$ cat src/verilog/cwt_pkg.sv
// Constants, types and lookups shared by the cyclic wake timer block
package cwt_pkg;
  // Register addresses on the serial register port
  localparam logic [6:0]  CWT_ADDR_TCTRL  = 7'h06;
  localparam logic [6:0]  CWT_ADDR_MASK   = 7'h09;
  localparam logic [15:0] CWT_TCTRL_RST   = 16'h0000;
  localparam logic [15:0] CWT_MASK_RST    = 16'h0140;
  // Readable bits; zeros mark read-as-zero positions
  localparam logic [15:0] CWT_TCTRL_RMASK = 16'hEFF7;
  localparam logic [15:0] CWT_MASK_RMASK  = 16'h01FF;
  // Timer register field positions
  localparam int CWT_T2_ON_LSB  = 13;
  localparam int CWT_T2_PER_LSB = 9;
  localparam int CWT_WAKE_LSB   = 7;
  localparam int CWT_T1_ON_LSB  = 4;
  localparam int CWT_T1_PER_LSB = 0;
  // Mask register bit positions
  localparam int CWT_M_PERIODIC = 8;
  localparam int CWT_M_WDOFF    = 7;
  localparam int CWT_M_WDFAIL   = 6;
  localparam int CWT_M_FRAME    = 5;
  localparam int CWT_M_BRIDGE   = 4;
  localparam int CWT_M_TEMP     = 1;
  localparam int CWT_M_SUPPLY   = 0;
  // Timing
  localparam int CWT_CLK_NS          = 8;
  localparam int CWT_TICK_NS         = 100000;
  localparam int CWT_TICK_CYCLES     = CWT_TICK_NS / CWT_CLK_NS;
  localparam int CWT_IRQ_PULSE_NS    = 1000;
  localparam int CWT_IRQ_PULSE_CYC   = (CWT_IRQ_PULSE_NS + CWT_CLK_NS - 1) / CWT_CLK_NS;
  localparam int CWT_PERIODIC_NS     = 10000000;
  localparam int CWT_PERIODIC_CYCLES = CWT_PERIODIC_NS / CWT_CLK_NS;

  typedef enum logic [1:0] {
    CWT_WAKE_NONE = 2'b00,
    CWT_WAKE_T1   = 2'b01,
    CWT_WAKE_T2   = 2'b10,
    CWT_WAKE_RSVD = 2'b11
  } cwt_wake_e;

  typedef struct packed {
    logic [2:0] on_code;
    logic [2:0] per_code;
  } cwt_tmr_cfg_s;

  typedef struct packed {
    logic wd_fail;
    logic frame_fail;
    logic crc_fail;
    logic bridge;
    logic temp;
    logic supply;
  } cwt_evt_s;

  // On-time in 0.1 ms ticks; zero means off or reserved
  function automatic logic [14:0] cwt_on_ticks(input logic [2:0] code);
    case (code)
      3'h1:    cwt_on_ticks = 15'h0001;
      3'h2:    cwt_on_ticks = 15'h0003;
      3'h3:    cwt_on_ticks = 15'h000A;
      3'h4:    cwt_on_ticks = 15'h0064;
      3'h5:    cwt_on_ticks = 15'h00C8;
      default: cwt_on_ticks = 15'h0000;
    endcase
  endfunction

  // Period in 0.1 ms ticks
  function automatic logic [14:0] cwt_per_ticks(input logic [2:0] code);
    case (code)
      3'h0:    cwt_per_ticks = 15'h0064;
      3'h1:    cwt_per_ticks = 15'h00C8;
      3'h2:    cwt_per_ticks = 15'h01F4;
      3'h3:    cwt_per_ticks = 15'h03E8;
      3'h4:    cwt_per_ticks = 15'h07D0;
      3'h5:    cwt_per_ticks = 15'h1388;
      3'h6:    cwt_per_ticks = 15'h2710;
      default: cwt_per_ticks = 15'h4E20;
    endcase
  endfunction
endpackage

$ cat src/verilog/cwt_cyc_timer.sv
// One cyclic timer: period counter in ticks with an on phase at each start
`timescale 1ns/1ps
`default_nettype none
module cwt_cyc_timer
  import cwt_pkg::*;
(
  // Clock and reset
  input  wire logic         clk,
  input  wire logic         nrst,
  // Control
  input  wire logic         clr,
  input  wire logic         start,
  input  wire logic         tick,
  input  wire cwt_tmr_cfg_s cfg,
  // Status
  output logic              active,
  output logic              cycle_start
);
  logic        run_reg;
  logic [14:0] cnt_reg;
  logic [14:0] on_t;
  logic [14:0] per_t;

  assign on_t   = cwt_on_ticks(cfg.on_code);
  assign per_t  = cwt_per_ticks(cfg.per_code);
  assign active = run_reg && (cnt_reg < on_t);

  // Period counter; a start pulse realigns to a fresh period
  always_ff @(posedge clk) begin
    if (!nrst || clr || on_t == 15'h0000) begin
      run_reg <= 1'b0;
      cnt_reg <= 15'h0000;
    end else if (start || !run_reg) begin
      run_reg <= 1'b1;
      cnt_reg <= 15'h0000;
    end else if (tick) begin
      if (cnt_reg + 15'h0001 >= per_t) begin
        cnt_reg <= 15'h0000;
      end else begin
        cnt_reg <= cnt_reg + 15'h0001;
      end
    end
  end

  // Pulse once at the head of every period
  always_ff @(posedge clk) begin
    if (!nrst || clr || on_t == 15'h0000) begin
      cycle_start <= 1'b0;
    end else begin
      cycle_start <= start || !run_reg || (tick && cnt_reg + 15'h0001 >= per_t);
    end
  end
endmodule
`default_nettype wire

$ cat src/verilog/cwt_top.sv
// Cyclic wake timers and interrupt enable mask with pulsed interrupt output
`timescale 1ns/1ps
`default_nettype none
module cwt_top
  import cwt_pkg::*;
#(
  parameter int TICK_CYCLES     = CWT_TICK_CYCLES,
  parameter int PERIODIC_CYCLES = CWT_PERIODIC_CYCLES
) (
  // Clock and reset
  input  wire logic        clk,
  input  wire logic        nrst,
  input  wire logic        soft_reset,
  input  wire logic        restart,
  // Register port from the serial frame decoder
  input  wire logic        reg_wr,
  input  wire logic        reg_rd,
  input  wire logic [6:0]  reg_addr,
  input  wire logic [15:0] reg_wdata,
  output logic      [15:0] reg_rdata,
  // Event pulses from status logic and pending level
  input  wire cwt_evt_s    evt,
  input  wire logic        irq_pending,
  // Outputs
  output logic             irq_out_n,
  output logic             first_timer_active,
  output logic             second_timer_active,
  output logic             cyclic_wake_evt,
  output logic             devmode_watchdog_off
);
  localparam int PER_W = $clog2(PERIODIC_CYCLES + 1);
  localparam int TCK_W = $clog2(TICK_CYCLES + 1);

  logic [15:0]      tctrl_reg;
  logic [15:0]      irq_mask_reg;
  logic [TCK_W-1:0] tick_cnt_reg;
  logic [PER_W-1:0] per_cnt_reg;
  logic [7:0]       irq_cnt_reg;
  logic [7:0]       irq_cnt_next;
  logic             tick;
  logic             wr_tctrl;
  logic             wr_mask;
  logic             evt_hit;
  logic             per_fire;
  logic             t1_act;
  logic             t2_act;
  logic             t1_start;
  logic             t2_start;
  logic             t1_go;
  logic             t2_go;
  cwt_tmr_cfg_s     t1_cfg;
  cwt_tmr_cfg_s     t2_cfg;
  cwt_wake_e        wake_sel;

  // Address decode of the register port
  always_comb begin
    wr_tctrl = 1'b0;
    wr_mask  = 1'b0;
    if (reg_wr && reg_addr == CWT_ADDR_TCTRL) begin
      wr_tctrl = 1'b1;
    end else if (reg_wr && reg_addr == CWT_ADDR_MASK) begin
      wr_mask = 1'b1;
    end
  end

  assign t1_cfg   = '{on_code:  tctrl_reg[CWT_T1_ON_LSB+:3],
                      per_code: tctrl_reg[CWT_T1_PER_LSB+:3]};
  assign t2_cfg   = '{on_code:  tctrl_reg[CWT_T2_ON_LSB+:3],
                      per_code: tctrl_reg[CWT_T2_PER_LSB+:3]};
  assign wake_sel = cwt_wake_e'(tctrl_reg[CWT_WAKE_LSB+:2]);

  // Start a timer the cycle after a non-off on-time is written
  always_ff @(posedge clk) begin
    if (!nrst) begin
      t1_go <= 1'b0;
      t2_go <= 1'b0;
    end else begin
      t1_go <= wr_tctrl && reg_wdata[CWT_T1_ON_LSB+:3] != 3'h0;
      t2_go <= wr_tctrl && reg_wdata[CWT_T2_ON_LSB+:3] != 3'h0;
    end
  end

  // Timer register; every reset source clears it
  always_ff @(posedge clk) begin
    if (!nrst || soft_reset || restart) begin
      tctrl_reg <= CWT_TCTRL_RST;
    end else if (wr_tctrl) begin
      tctrl_reg <= reg_wdata & CWT_TCTRL_RMASK;
    end
  end

  // Mask register; restart keeps the host's setting
  always_ff @(posedge clk) begin
    if (!nrst || soft_reset) begin
      irq_mask_reg <= CWT_MASK_RST;
    end else if (wr_mask) begin
      irq_mask_reg <= reg_wdata & CWT_MASK_RMASK;
    end
  end

  // Read data; held until the next read
  always_ff @(posedge clk) begin
    if (!nrst) begin
      reg_rdata <= 16'h0000;
    end else if (reg_rd) begin
      if (reg_addr == CWT_ADDR_TCTRL) begin
        reg_rdata <= tctrl_reg & CWT_TCTRL_RMASK;
      end else if (reg_addr == CWT_ADDR_MASK) begin
        reg_rdata <= irq_mask_reg & CWT_MASK_RMASK;
      end else begin
        reg_rdata <= 16'h0000; // Other addresses belong elsewhere
      end
    end
  end

  // 0.1 ms tick prescaler shared by both timers
  always_ff @(posedge clk) begin
    if (!nrst || tick) begin
      tick_cnt_reg <= '0;
    end else begin
      tick_cnt_reg <= tick_cnt_reg + TCK_W'(1);
    end
  end
  assign tick = (tick_cnt_reg == TCK_W'(TICK_CYCLES - 1));

  cwt_cyc_timer u_t1 (
    .clk         (clk),
    .nrst        (nrst),
    .clr         (soft_reset || restart),
    .start       (t1_go),
    .tick        (tick),
    .cfg         (t1_cfg),
    .active      (t1_act),
    .cycle_start (t1_start)
  );

  cwt_cyc_timer u_t2 (
    .clk         (clk),
    .nrst        (nrst),
    .clr         (soft_reset || restart),
    .start       (t2_go),
    .tick        (tick),
    .cfg         (t2_cfg),
    .active      (t2_act),
    .cycle_start (t2_start)
  );

  // Registered timer outputs and the selected wake source
  always_ff @(posedge clk) begin
    if (!nrst) begin
      first_timer_active  <= 1'b0;
      second_timer_active <= 1'b0;
      cyclic_wake_evt     <= 1'b0;
    end else begin
      first_timer_active  <= t1_act;
      second_timer_active <= t2_act;
      case (wake_sel)
        CWT_WAKE_T1: cyclic_wake_evt <= t1_start;
        CWT_WAKE_T2: cyclic_wake_evt <= t2_start;
        default:     cyclic_wake_evt <= 1'b0;     // Reserved code acts as none
      endcase
    end
  end

  // Watchdog disable in development mode follows mask bit 7
  always_ff @(posedge clk) begin
    if (!nrst) begin
      devmode_watchdog_off <= 1'b0;
    end else begin
      devmode_watchdog_off <= irq_mask_reg[CWT_M_WDOFF];
    end
  end

  // Gate each event pulse by its mask bit; no status history is consulted
  assign evt_hit = (evt.wd_fail && irq_mask_reg[CWT_M_WDFAIL])
                || ((evt.frame_fail || evt.crc_fail) && irq_mask_reg[CWT_M_FRAME])
                || (evt.bridge && irq_mask_reg[CWT_M_BRIDGE])
                || (evt.temp && irq_mask_reg[CWT_M_TEMP])
                || (evt.supply && irq_mask_reg[CWT_M_SUPPLY]);

  // Repeat interval while interrupts stay pending
  always_ff @(posedge clk) begin
    if (!nrst || !(irq_pending && irq_mask_reg[CWT_M_PERIODIC])) begin
      per_cnt_reg <= '0;
    end else if (per_fire) begin
      per_cnt_reg <= '0;
    end else begin
      per_cnt_reg <= per_cnt_reg + PER_W'(1);
    end
  end
  assign per_fire = irq_pending && irq_mask_reg[CWT_M_PERIODIC]
                 && per_cnt_reg == PER_W'(PERIODIC_CYCLES - 1);

  // Pulse stretcher; a new event restarts the low phase
  always_comb begin
    irq_cnt_next = irq_cnt_reg;
    if (evt_hit || per_fire) begin
      irq_cnt_next = 8'(CWT_IRQ_PULSE_CYC);
    end else if (irq_cnt_reg != 8'h00) begin
      irq_cnt_next = irq_cnt_reg - 8'h01;
    end
  end

  always_ff @(posedge clk) begin
    if (!nrst) begin
      irq_cnt_reg <= 8'h00;
      irq_out_n   <= 1'b1;
    end else begin
      irq_cnt_reg <= irq_cnt_next;
      irq_out_n   <= (irq_cnt_next == 8'h00);
    end
  end
endmodule
`default_nettype wire

$ cat config.mk
export PLATFORM = sky130hd
export DESIGN_NAME = cwt_top
export DESIGN_NICKNAME = d
export VERILOG_FILES = /design/src/verilog/cwt_pkg.sv /design/src/verilog/cwt_cyc_timer.sv /design/src/verilog/cwt_top.sv
export SDC_FILE = /design/constraint.sdc
export NUM_CORES = 1
export LEC_CHECK = 0
export ABC_CLOCK_PERIOD_IN_PS = 3200
export BUFFER_PORTS_ARGS = -buffer_cell sky130_fd_sc_hd__clkbuf_2
export CORE_MARGIN = 2
export CORE_UTILIZATION = 35
export DETAILED_ROUTE_END_ITERATION = 8
export HOLD_SLACK_MARGIN = 0.06
export SYNTH_ARGS = -nofsm -noshare
export SYNTH_HDL_FRONTEND = slang
export SYNTH_SLANG_ARGS = --single-unit
$ cat constraint.sdc
create_clock -name clk -period 3.2 [get_ports clk]
set_input_delay 0.64 -clock clk [delete_from_list [all_inputs] [get_ports clk]]
set_output_delay 0.64 -clock clk [all_outputs]
set_load 0.05 [all_outputs]
==> results of run 1 <==
==> cell families after synthesis <==
kind of cell | Yosys count | share of synthesized area
simple gates | 366 | 0.2867
flops | 122 | 0.3590
compound gates | 94 | 0.09140
xor+xnor | 91 | 0.1171
buf+inv | 63 | 0.03990
fa+ha+maj | 46 | 0.08459
mux | 14 | 0.02078
other cells | 1 | 0.0005511
==> layer usage <==
metal,global-route usage,vias to the layer above
li1,-,2866
met1,0.2067,2600
met2,0.2526,83
met3,0.03499,12
met4,0.06140,0
met5,0,-
==> where the power goes <==
| group | leakage (nW) | internal, mW | switching [mW] |
|---|---|---|---|
| logic | 1.59 | 0.0628 | 0.103 |
| clock network | 0.286 | 1.18 | 0.740 |
| registers | 0.987 | 1.54 | 0.0180 |
| total | 2.87 | 2.78 | 0.861 |
==> critical path: cells and delay by family (launching register included) <==
family	cells	cell delay, ns
flip-flops	1	0.42
AND/OR/NAND/NOR	4	0.65
XOR/XNOR	1	0.20
adder cells (fa/ha/maj)	2	0.46
AO/OA/AOI/OAI	4	1.08
==> placed cells by master (no fill, tap or decap), types with 4 or more instances in the layout <==
cell,instances
nand2_1,75
or2_2,9
nand3b_1,5
nor3b_1,6
nor3b_2,10
xnor2_1,51
inv_1,23
inv_6,4
dfxtp_1,122
a211oi_1,11
clkbuf_2,54
nor4b_1,4
nor2_4,5
nand4_1,16
nor2b_1,4
buf_4,20
nor2_1,91
a22oi_1,11
nand2b_1,17
nand3_1,40
and3_1,10
nor3_1,37
nor4_1,7
and4_1,8
and2_1,4
mux2i_1,13
a21oi_1,35
ha_1,46
o21ai_0,14
xor2_1,40
clkbuf_16,17
==> what timing repair did <==
action	4_1_cts	5_1_grt
hold buffers	0	0
endpoints found under the setup margin	0	23
buffers inserted	0	2
==> metrics by stage <==
stage               instances  instance area, sq um    util  worst slack, ns
floorplan                 797                  6804       -           0.2950
global placement         1089                  7356  0.3893           0.3198
detailed placement       1089                  7356  0.3893           0.2342
CTS                      1121                  7941  0.4203           0.2301
global route             1123                  7956  0.4211          0.02416
finish                   1123                  7956  0.4211           0.2673
==> worst paths after layout <==
check                   from                to  slack [ns]
max          u_t1.cnt_reg[0]  u_t1.cycle_start        0.27
min            reg_wdata[14]     tctrl_reg[14]        0.45
max reg2reg  u_t1.cnt_reg[0]  u_t1.cycle_start        0.27
min reg2reg   per_cnt_reg[0]    per_cnt_reg[0]        0.46
==> final cells by class <==
class / instances / area (sq um)
multi-input combinational: 612 / 4096
timing repair buffer: 74 / 420.4
sequential: 122 / 2442
fill: 1937 / 10940
clock inverter: 12 / 138.9
clock buffer: 20 / 446.7
tap: 260 / 325.3
inverter: 23 / 86.33
==> results_dict.tcl, run 1 <==
set metrics [dict create \
    syn_inst 797 \
    synth_top_area_cell "dfxtp_1" \
    worst_pin_slew_ns 0.9104 \
    hold_violations 0 \
    syn_nets 879 \
    dr.pass1.iters 4 \
    hold_path_class "in2reg" \
    rsz0062_at_grt "false" \
    setup_viol 0 \
    fin_skew_ns 0.01003 \
    required_ns 3.51 \
    clkLatencyLatePin_ns 0.42 \
    largest_reg_flops 21 \
    slowest_stage "dfxtp_1" \
    initialDrtViolationCount 297 \
    async_flop_share 0 \
    period_minus_slack_ns 2.933 \
    synth_area_leaders "dfxtp_1 (36%), ha_1 (8.5%), xnor2_1 (6.6%), xor2_1 (5.1%), nor2_1 (5.0%)" \
    cp_max_fo 16 \
    grt_pass1_wl_um 25910 \
    numCtsBuffers 17 \
    ys_types 57 \
    whs_ns 0.4530 \
    place_congestion 0.7932 \
    hpwlAfterDp_um 11110 \
    drv_slew 0 \
    fp.dieW_um 143.4 \
    clkTransAtPathRegs_ns 0.06 \
    synth_area_sq_um 6804 \
    drv_cap 0 \
    wl_per_cell_um 13.57 \
    cts_tree "yes" \
    vias 5561 \
    wirelength_um 15240 \
    syn_to_final_growth_pct 16.94 \
    fin_crit_sh 0.9165 \
    holdPathStages 3 \
    wl_met2_um 6992 \
    yosys-top-cells-count "dfxtp_1 (122), nor2_1 (91), nand2_1 (75)" \
    avgSynthCellArea_sq_um 8.537 \
    yosys_most_used_dff "dfxtp_1" \
    row_count 50 \
    pin_count 57 \
    synth_edf_count 0 \
    clockBufferDepth 2 \
    grt_usage 0.1577 \
    diodes 0 \
    post_cts_resized 0 \
    die_area_sq_um 20570 \
    power.leakage_nw 2.867 \
    worstPathCellList "ha_1, and3_1, and4_1, and3_1, xor2_1, ha_1, a21oi_1, nor2b_1, o21ai_0, a41oi_4, o31a_1" \
    initial_utilization 0.3601 \
    synth-seq-area-share 0.3590 \
    synth.most_common_cell "dfxtp_1" \
    power_density_nw_per_um2 457.4 \
    fin_setup_tns_ns 0 \
    io_buffer_count 54 \
    synthDominantCellAreaShare 0.3590 \
    drt-met1-wl_um 7481 \
    layout-drive-gt1-share 0.1645 \
    yosys_warnings 0 \
    wl_met3_um 614 \
    cp.arrival_ns 3.24 \
    grt_pass1_vias 5324 \
    ys_seq_elements 122 \
    grt_max_degree 31 \
    run_status "complete, no violations" \
    fin_nets 932 \
    avgViaCountPerCell 4.952 \
    drc 0 \
    grt-ovfl-total 0 \
    coreArea_sq_um 18890 \
    p_total_mw 3.640 \
    peakVddDrop_mv 0.4447 \
    antenna_found_initial 0 \
    startpoint_type "flop" \
    reg2reg_depth 11 \
    end_kind "flop" \
    cts-root-buf "clkbuf_16" \
    routed.top_layer "met4" \
    ant_nets 0 \
    fmax_ghz 0.3410 \
    cts_sinks 122 \
    htreeDepth 4 \
    die_h_um 143.4 \
    crit_path_max_incr_delay_ns 0.42 \
    crit_type "reg2reg" \
    relSlewSlack 0.3913 \
]
No activity file was read; power rests on OpenSTA's default activity.
==> run 2: changes to the inputs <==
--- a/config.mk
+++ b/config.mk
@@ -13,4 +13,6 @@
 export HOLD_SLACK_MARGIN = 0.06
 export SYNTH_ARGS = -nofsm -noshare
 export SYNTH_HDL_FRONTEND = slang
+export SYNTH_HIERARCHICAL = 1
 export SYNTH_SLANG_ARGS = --single-unit
+export TNS_END_PERCENT = 20
==> constraint.sdc (replaced) <==
create_clock -name clk -period 3.2 [get_ports clk]
set_input_delay 0.64 -clock clk [delete_from_list [all_inputs] [get_ports clk]]
set_output_delay 0.64 -clock clk [all_outputs]
set_load 0.005 [all_outputs]
==> run 2 against run 1 <==
  * Clock skew is essentially flat
  * Sequential power is essentially flat
  * Largest cell class unchanged
  * Critical path depth grew 1
  * Largest power group unchanged
==> results_dict.tcl, run 2 <==
set metrics [dict create \
    required_ns 3.50 \
    die_area_sq_um 21990 \
    ys_seq_elements 122 \
    async_flop_share 0 \
    period_minus_slack_ns 2.965 \
    fin_setup_tns_ns 0 \
    pin_count 57 \
    hpwlAfterDp_um 12180 \
    cts-root-buf "clkbuf_16" \
    initial_utilization 0.3578 \
    reg2reg_from "u_t1/cnt_reg[5]" \
    largest_reg_flops 21 \
    final_cell_mix "dfxtp_1 (121), nor2_1 (78), nand2_1 (64)" \
    wl_met2_um 7715 \
    grt_pass1_wl_um 27870 \
    syn_inst 857 \
    cp.arrival_ns 3.26 \
    yosys_warnings 6 \
    diodes 0 \
    clkTransAtPathRegs_ns 0.06 \
    wl_met3_um 469 \
    synth_area_sq_um 7286 \
    fin_crit_sh 0.9266 \
    syn_nets 939 \
    final_common_cell "dfxtp_1" \
    cts_tree "yes" \
    hold_violations 0 \
    avgSynthCellArea_sq_um 8.501 \
    power_density_nw_per_um2 416.1 \
    instances_no_fill 1193 \
    yosys-top-cells-count "dfxtp_1 (122), nor2_1 (79), nand2_1 (64)" \
    r2r_end "u_t1/cnt_reg[12]" \
    grt_usage 0.1549 \
    fmax_ghz 0.3373 \
    wl_per_cell_um 14.09 \
    end_kind "flop" \
    syn_to_final_growth_pct 16.31 \
    power.leakage_nw 3.118 \
    numCtsBuffers 17 \
    relSlewSlack 0.5329 \
    clockBufferDepth 2 \
    peakVddDrop_mv 0.3342 \
    reg2reg_depth 12 \
    yosys_most_used_dff "dfxtp_1" \
    synth.most_common_cell "dfxtp_1" \
    clkLatencyLatePin_ns 0.42 \
    worst_pin_slew_ns 0.6943 \
    cp_max_fo 15 \
    coreArea_sq_um 20360 \
    row_count 52 \
    synth_top_area_cell "dfxtp_1" \
    synth_edf_count 0 \
    layout-drive-gt1-share 0.1744 \
    drv_cap 0 \
    io_buffer_count 54 \
    drv_slew 0 \
    postLayoutSetupSlackWorst_ns 0.2350 \
    fin_skew_ns 0.01050 \
    vias 6190 \
    cts_sinks 122 \
    place_congestion 0.8108 \
    grt_max_degree 32 \
    ys_types 77 \
    crit_type "reg2reg" \
    pre_cts_slack_ns 0.1679 \
    setup_viol 0 \
    drc 0 \
    fill_cells 2005 \
    rrSetupSlack_ns 0.23 \
    dr.pass1.iters 5 \
    fp.dieW_um 148.3 \
    htreeDepth 4 \
    final_util 0.4161 \
    place_inst 1161 \
    routed.top_layer "met4" \
    wirelength_um 16810 \
    die_h_um 148.3 \
    avgViaCountPerCell 5.189 \
    drt-met1-wl_um 8478 \
    initialDrtViolationCount 231 \
    startpoint_type "flop" \
    endpoint "u_t1/cnt_reg[12]" \
    startpoint "u_t1/cnt_reg[5]" \
    run_status "complete, no violations" \
    synth_area_leaders "dfxtp_1 (34%), ha_1 (7.9%), nor2_1 (4.1%), nand3_1 (3.6%), xnor2_1 (3.4%)" \
    synthDominantCellAreaShare 0.3352 \
    grt-ovfl-total 0 \
    hold_path_class "in2reg" \
    synth-seq-area-share 0.3352 \
    antenna_found_initial 1 \
    fin_nets 992 \
    rsz0062_at_grt "false" \
    grt_pass1_vias 5683 \
    ant_nets 0 \
]
run 2: cell count changes after synthesis, moves of 11 or more:
cell and delta:
nor2_1 -12, nor3_1 -18, nand2b_1 +15, xor2_1 -14
xnor2_1 -23, nand2_1 -11, a31oi_1 +14, nand3_1 +12
run 2: layout make-up:
cell class | count | area [sq um] | area share
Tap cell | 270 | 337.8 | 0.03986
Clock inverter | 13 | 120.1 | 0.01417
Clock buffer | 19 | 442.9 | 0.05227
Sequential cell | 122 | 2444 | 0.2884
Timing Repair Buffer | 82 | 505.5 | 0.05965
Inverter | 27 | 101.3 | 0.01196
Multi-Input combinational cell | 660 | 4523 | 0.5337
run 2: how the worst min path moves through the flow:
| stage | to | cells after the start | start | slack [ns] |
|---|---|---|---|---|
| finish | tctrl_reg[10] | 3 | reg_wdata[10] | 0.45 |
| global route | irq_mask_reg[8] | 3 | soft_reset | 0.45 |
| CTS | tctrl_reg[10] | 3 | reg_wdata[10] | 0.44 |
| detailed placement | per_cnt_reg[0] | 1 | per_cnt_reg[0] | 0.45 |
| global placement | per_cnt_reg[0] | 1 | per_cnt_reg[0] | 0.44 |
| floorplan | per_cnt_reg[0] | 1 | per_cnt_reg[0] | 0.43 |
run 2: kinds of logic after synthesis:
family,synth area share
AO/OA/AOI/OAI,0.1594
XOR/XNOR,0.06801
adder cells (fa/ha/maj),0.07900
buffers and inverters,0.04894
flip-flops,0.3352
multiplexers,0.01528
other,0.0005147
AND/OR/NAND/NOR,0.2937
run 2: power by group:
group	leakage [nW]	switching (mW)	total (mW)	internal, mW
clock	0.270	0.744	1.84	1.09
sequential	0.986	0.0153	1.55	1.53
combinational	1.86	0.0783	0.139	0.0604
total	3.12	0.838	3.53	2.69
run 2: repair_timing:
action / in CTS / in global routing
hold buffers: 0 / 0
resized for setup: 0 / 6
endpoints found under the setup margin: 0 / 23
setup buffers: 0 / 0
run 2: routing by layer:
metal / global-route usage / up-vias
li1: - / 3182
met1: 0.2148 / 2910
met2: 0.2440 / 89
met3: 0.02945 / 9
met4: 0.04810 / 0
met5: 0 / -
run 2: critical path, stage by stage (launching register included):
cell and delay [ns]:
dfxtp_1 0.44, nand3_2 0.23, or2_1 0.35, nor2_1 0.15
xor2_1 0.27, ha_1 0.21, nand3_1 0.10, or3_1 0.35
a21oi_1 0.19, a311oi_2 0.09, o21ai_2 0.20, buf_12 0.19
a31oi_1 0.06
run 2: per-stage QoR:
step                area [sq um]  power (mW)  hold slack (ns)
floorplan                   7286       1.668           0.4260
global placement            7886       1.722           0.4401
detailed placement          7886       1.722           0.4466
CTS                         8449       3.561           0.4367
global route                8474       3.644           0.4500
finish                      8474       3.526           0.4455
==> run 3: changes to the inputs <==
--- a/config.mk
+++ b/config.mk
@@ -11,6 +11,7 @@
 export CORE_UTILIZATION = 35
 export DETAILED_ROUTE_END_ITERATION = 8
 export HOLD_SLACK_MARGIN = 0.06
+export RECOVER_POWER = 100
 export SYNTH_ARGS = -nofsm -noshare
 export SYNTH_HDL_FRONTEND = slang
 export SYNTH_HIERARCHICAL = 1
==> run 3 against run 2 <==
  * Sequential power hardly changed
  * Clock-buffer cell count unchanged
  * Worst hold slack gained 0.0019 ns
  * Cell count unchanged
  * Final area is 0.86% lower
  * Die area unchanged
  * Sequential share of layout area rose by 0.25 points
  * Register-to-register slack is essentially flat
  * Setup slack worse by 0.0072 ns
  * Via count is 0.16% lower
  * First-iteration DRC count up 9.1%
  * Critical path depth did not move
  * Critical path type unchanged
  * Largest cell class unchanged
  * Highest routed layer unchanged
==> results_dict.tcl, run 3 (same netlist as run 2, synthesis figures left out) <==
set metrics [dict create \
    die_area_sq_um 21990 \
    p_int_mw 2.685 \
    power.leakage_nw 3.043 \
    wl_met3_um 475 \
    cp_max_fo 15 \
    avgViaCountPerCell 5.180 \
    fill_cells 2037 \
    fp.dieW_um 148.3 \
    wirelength_um 16780 \
    wl_met2_um 7707 \
    pin_count 57 \
    final_cell_mix "dfxtp_1 (121), nor2_1 (79), nand2_1 (64)" \
    worst_path_most_repeated_cell "a21oi_1" \
    vias 6180 \
    fin_crit_sh 0.9288 \
    rrSetupSlack_ns 0.23 \
    crit_family "simple AND/OR/NAND/NOR gates" \
    die_h_um 148.3 \
    comb_power_share 0.038 \
    dr.pass1.iters 5 \
    htreeDepth 4 \
    rsz0062_at_grt "false" \
    cts-root-buf "clkbuf_16" \
    slowest_stage "dfxtp_1" \
    clockBufferDepth 2 \
    fin_skew_ns 0.009601 \
    hold_path_class "in2reg" \
    syn_to_final_growth_pct 15.32 \
    grt_pass1_vias 5683 \
    grt_max_degree 32 \
    startpoint_type "flop" \
    period_minus_slack_ns 2.972 \
    dpl_cell_area_sq_um 7886 \
    drt-met1-wl_um 8451 \
    setup_viol 0 \
    path_buf_inv 1 \
    clkTransAtPathRegs_ns 0.06 \
    grt-ovfl-total 0 \
    coreArea_sq_um 20360 \
    required_ns 3.50 \
    crit_path_max_incr_delay_ns 0.44 \
    pwr-share-clk 0.522 \
    holdPathStages 3 \
    hold_violations 0 \
    numCtsBuffers 17 \
    power_density_nw_per_um2 419.3 \
    holdPathEnd "tctrl_reg[10]" \
    end_kind "flop" \
    row_count 52 \
    grt_pass1_wl_um 27870 \
    seqPwrFrac 0.440 \
    largest_reg_flops 21 \
    cp.arrival_ns 3.27 \
    clkLatencyLatePin_ns 0.42 \
    worstPathCellList "nand3_2, or2_0, nor2_1, xor2_1, ha_1, nand3_1, or3_1, a21oi_1, a311oi_2, o21ai_2, buf_12, a21oi_1" \
    fin_nets 992 \
    p_total_mw 3.523 \
    wl_per_cell_um 14.07 \
    grt_usage 0.1549 \
    relSlewSlack 0.1836 \
    reg2reg_from "u_t1/cnt_reg[5]" \
    final_common_cell "dfxtp_1" \
    layout-drive-gt1-share 0.1419 \
    initialDrtViolationCount 252 \
    initial_utilization 0.3578 \
    place_congestion 0.8108 \
    peakVddDrop_mv 0.3351 \
    cts_tree "yes" \
    ant_nets 0 \
    r2r_end "u_t1/cnt_reg[0]" \
    io_buffer_count 54 \
    hpwlAfterDp_um 12180 \
    reg2reg_depth 12 \
    routed.top_layer "met4" \
    post_cts_buffers 0 \
    fin_setup_tns_ns 0 \
    drv_slew 0 \
    fmax_ghz 0.3364 \
    diodes 0 \
    crit_type "reg2reg" \
    power.switching_mw 0.8375 \
    run_status "complete, no violations" \
    drc 0 \
    worst_pin_slew_ns 1.212 \
    min_from "reg_wdata[10]" \
    drv_cap 0 \
    swShare 0.2377 \
    cts_sinks 122 \
    antenna_found_initial 1 \
    fin_area_sq_um 8402 \
]
[run 3: power groups by stage]
stage                     sequential [mW]  combinational, mW  clock, mW
after floorplan                      1.58             0.0876          0
after global placement               1.58              0.138          0
after detailed placement             1.58              0.139          0
after CTS                            1.55              0.139       1.87
after global routing                 1.55              0.151       1.94
final                                1.55              0.135       1.84
[run 3: layout make-up]
cell class	count	area, sq um	share of cell area
clock buffer	19	442.9	0.05272
clock inverter	13	120.1	0.01430
inverter	27	101.3	0.01206
multi-input combinational	660	4488	0.5342
sequential	122	2444	0.2908
tap	270	337.8	0.04021
timing repair buffer	82	467.9	0.05570
[run 3: worst max path at each step]
stage,from,end,cells after the start
final,u_t1/cnt_reg[5],u_t1/cnt_reg[0],12
after global routing,u_t2/cnt_reg[0],u_t2/cycle_start,13
after CTS,u_t1/cnt_reg[0],u_t1/cnt_reg[12],12
after detailed placement,u_t1/cnt_reg[0],u_t1/cnt_reg[12],12
after global placement,u_t2/cnt_reg[0],u_t2/cycle_start,13
after floorplan,u_t2/cnt_reg[0],u_t2/cnt_reg[5],13
[run 3: metal layers]
layer / GRT usage / vias to the layer above
met5: 0 / -
met4: 0.04810 / 0
met3: 0.02945 / 9
met2: 0.2440 / 88
met1: 0.2148 / 2895
li1: - / 3188
[run 3: timing repair]
item | CTS | global route
hold buffers | 0 | 0
resized for setup | 0 | 6
setup endpoints to repair | 0 | 23
[run 3: tightest hold or removal path, delay by kind of cell]
kind	cells	cell delay (ns)
buffers and inverters	1	0.08
and+or+nand+nor	1	0.05
AOI/OAI and AO/OA	1	0.05
[run 3: metrics by stage]
stage / std cells / worst slack, ns / hold WS [ns] / util
floorplan: 857 / 0.3758 / 0.4260 / -
global placement: 1161 / 0.1797 / 0.4401 / 0.3873
detailed placement: 1161 / 0.1679 / 0.4466 / 0.3873
CTS: 1193 / 0.1335 / 0.4367 / 0.4149
global route: 1193 / 0.002309 / 0.4500 / 0.4126
finish: 1193 / 0.2278 / 0.4473 / 0.4126
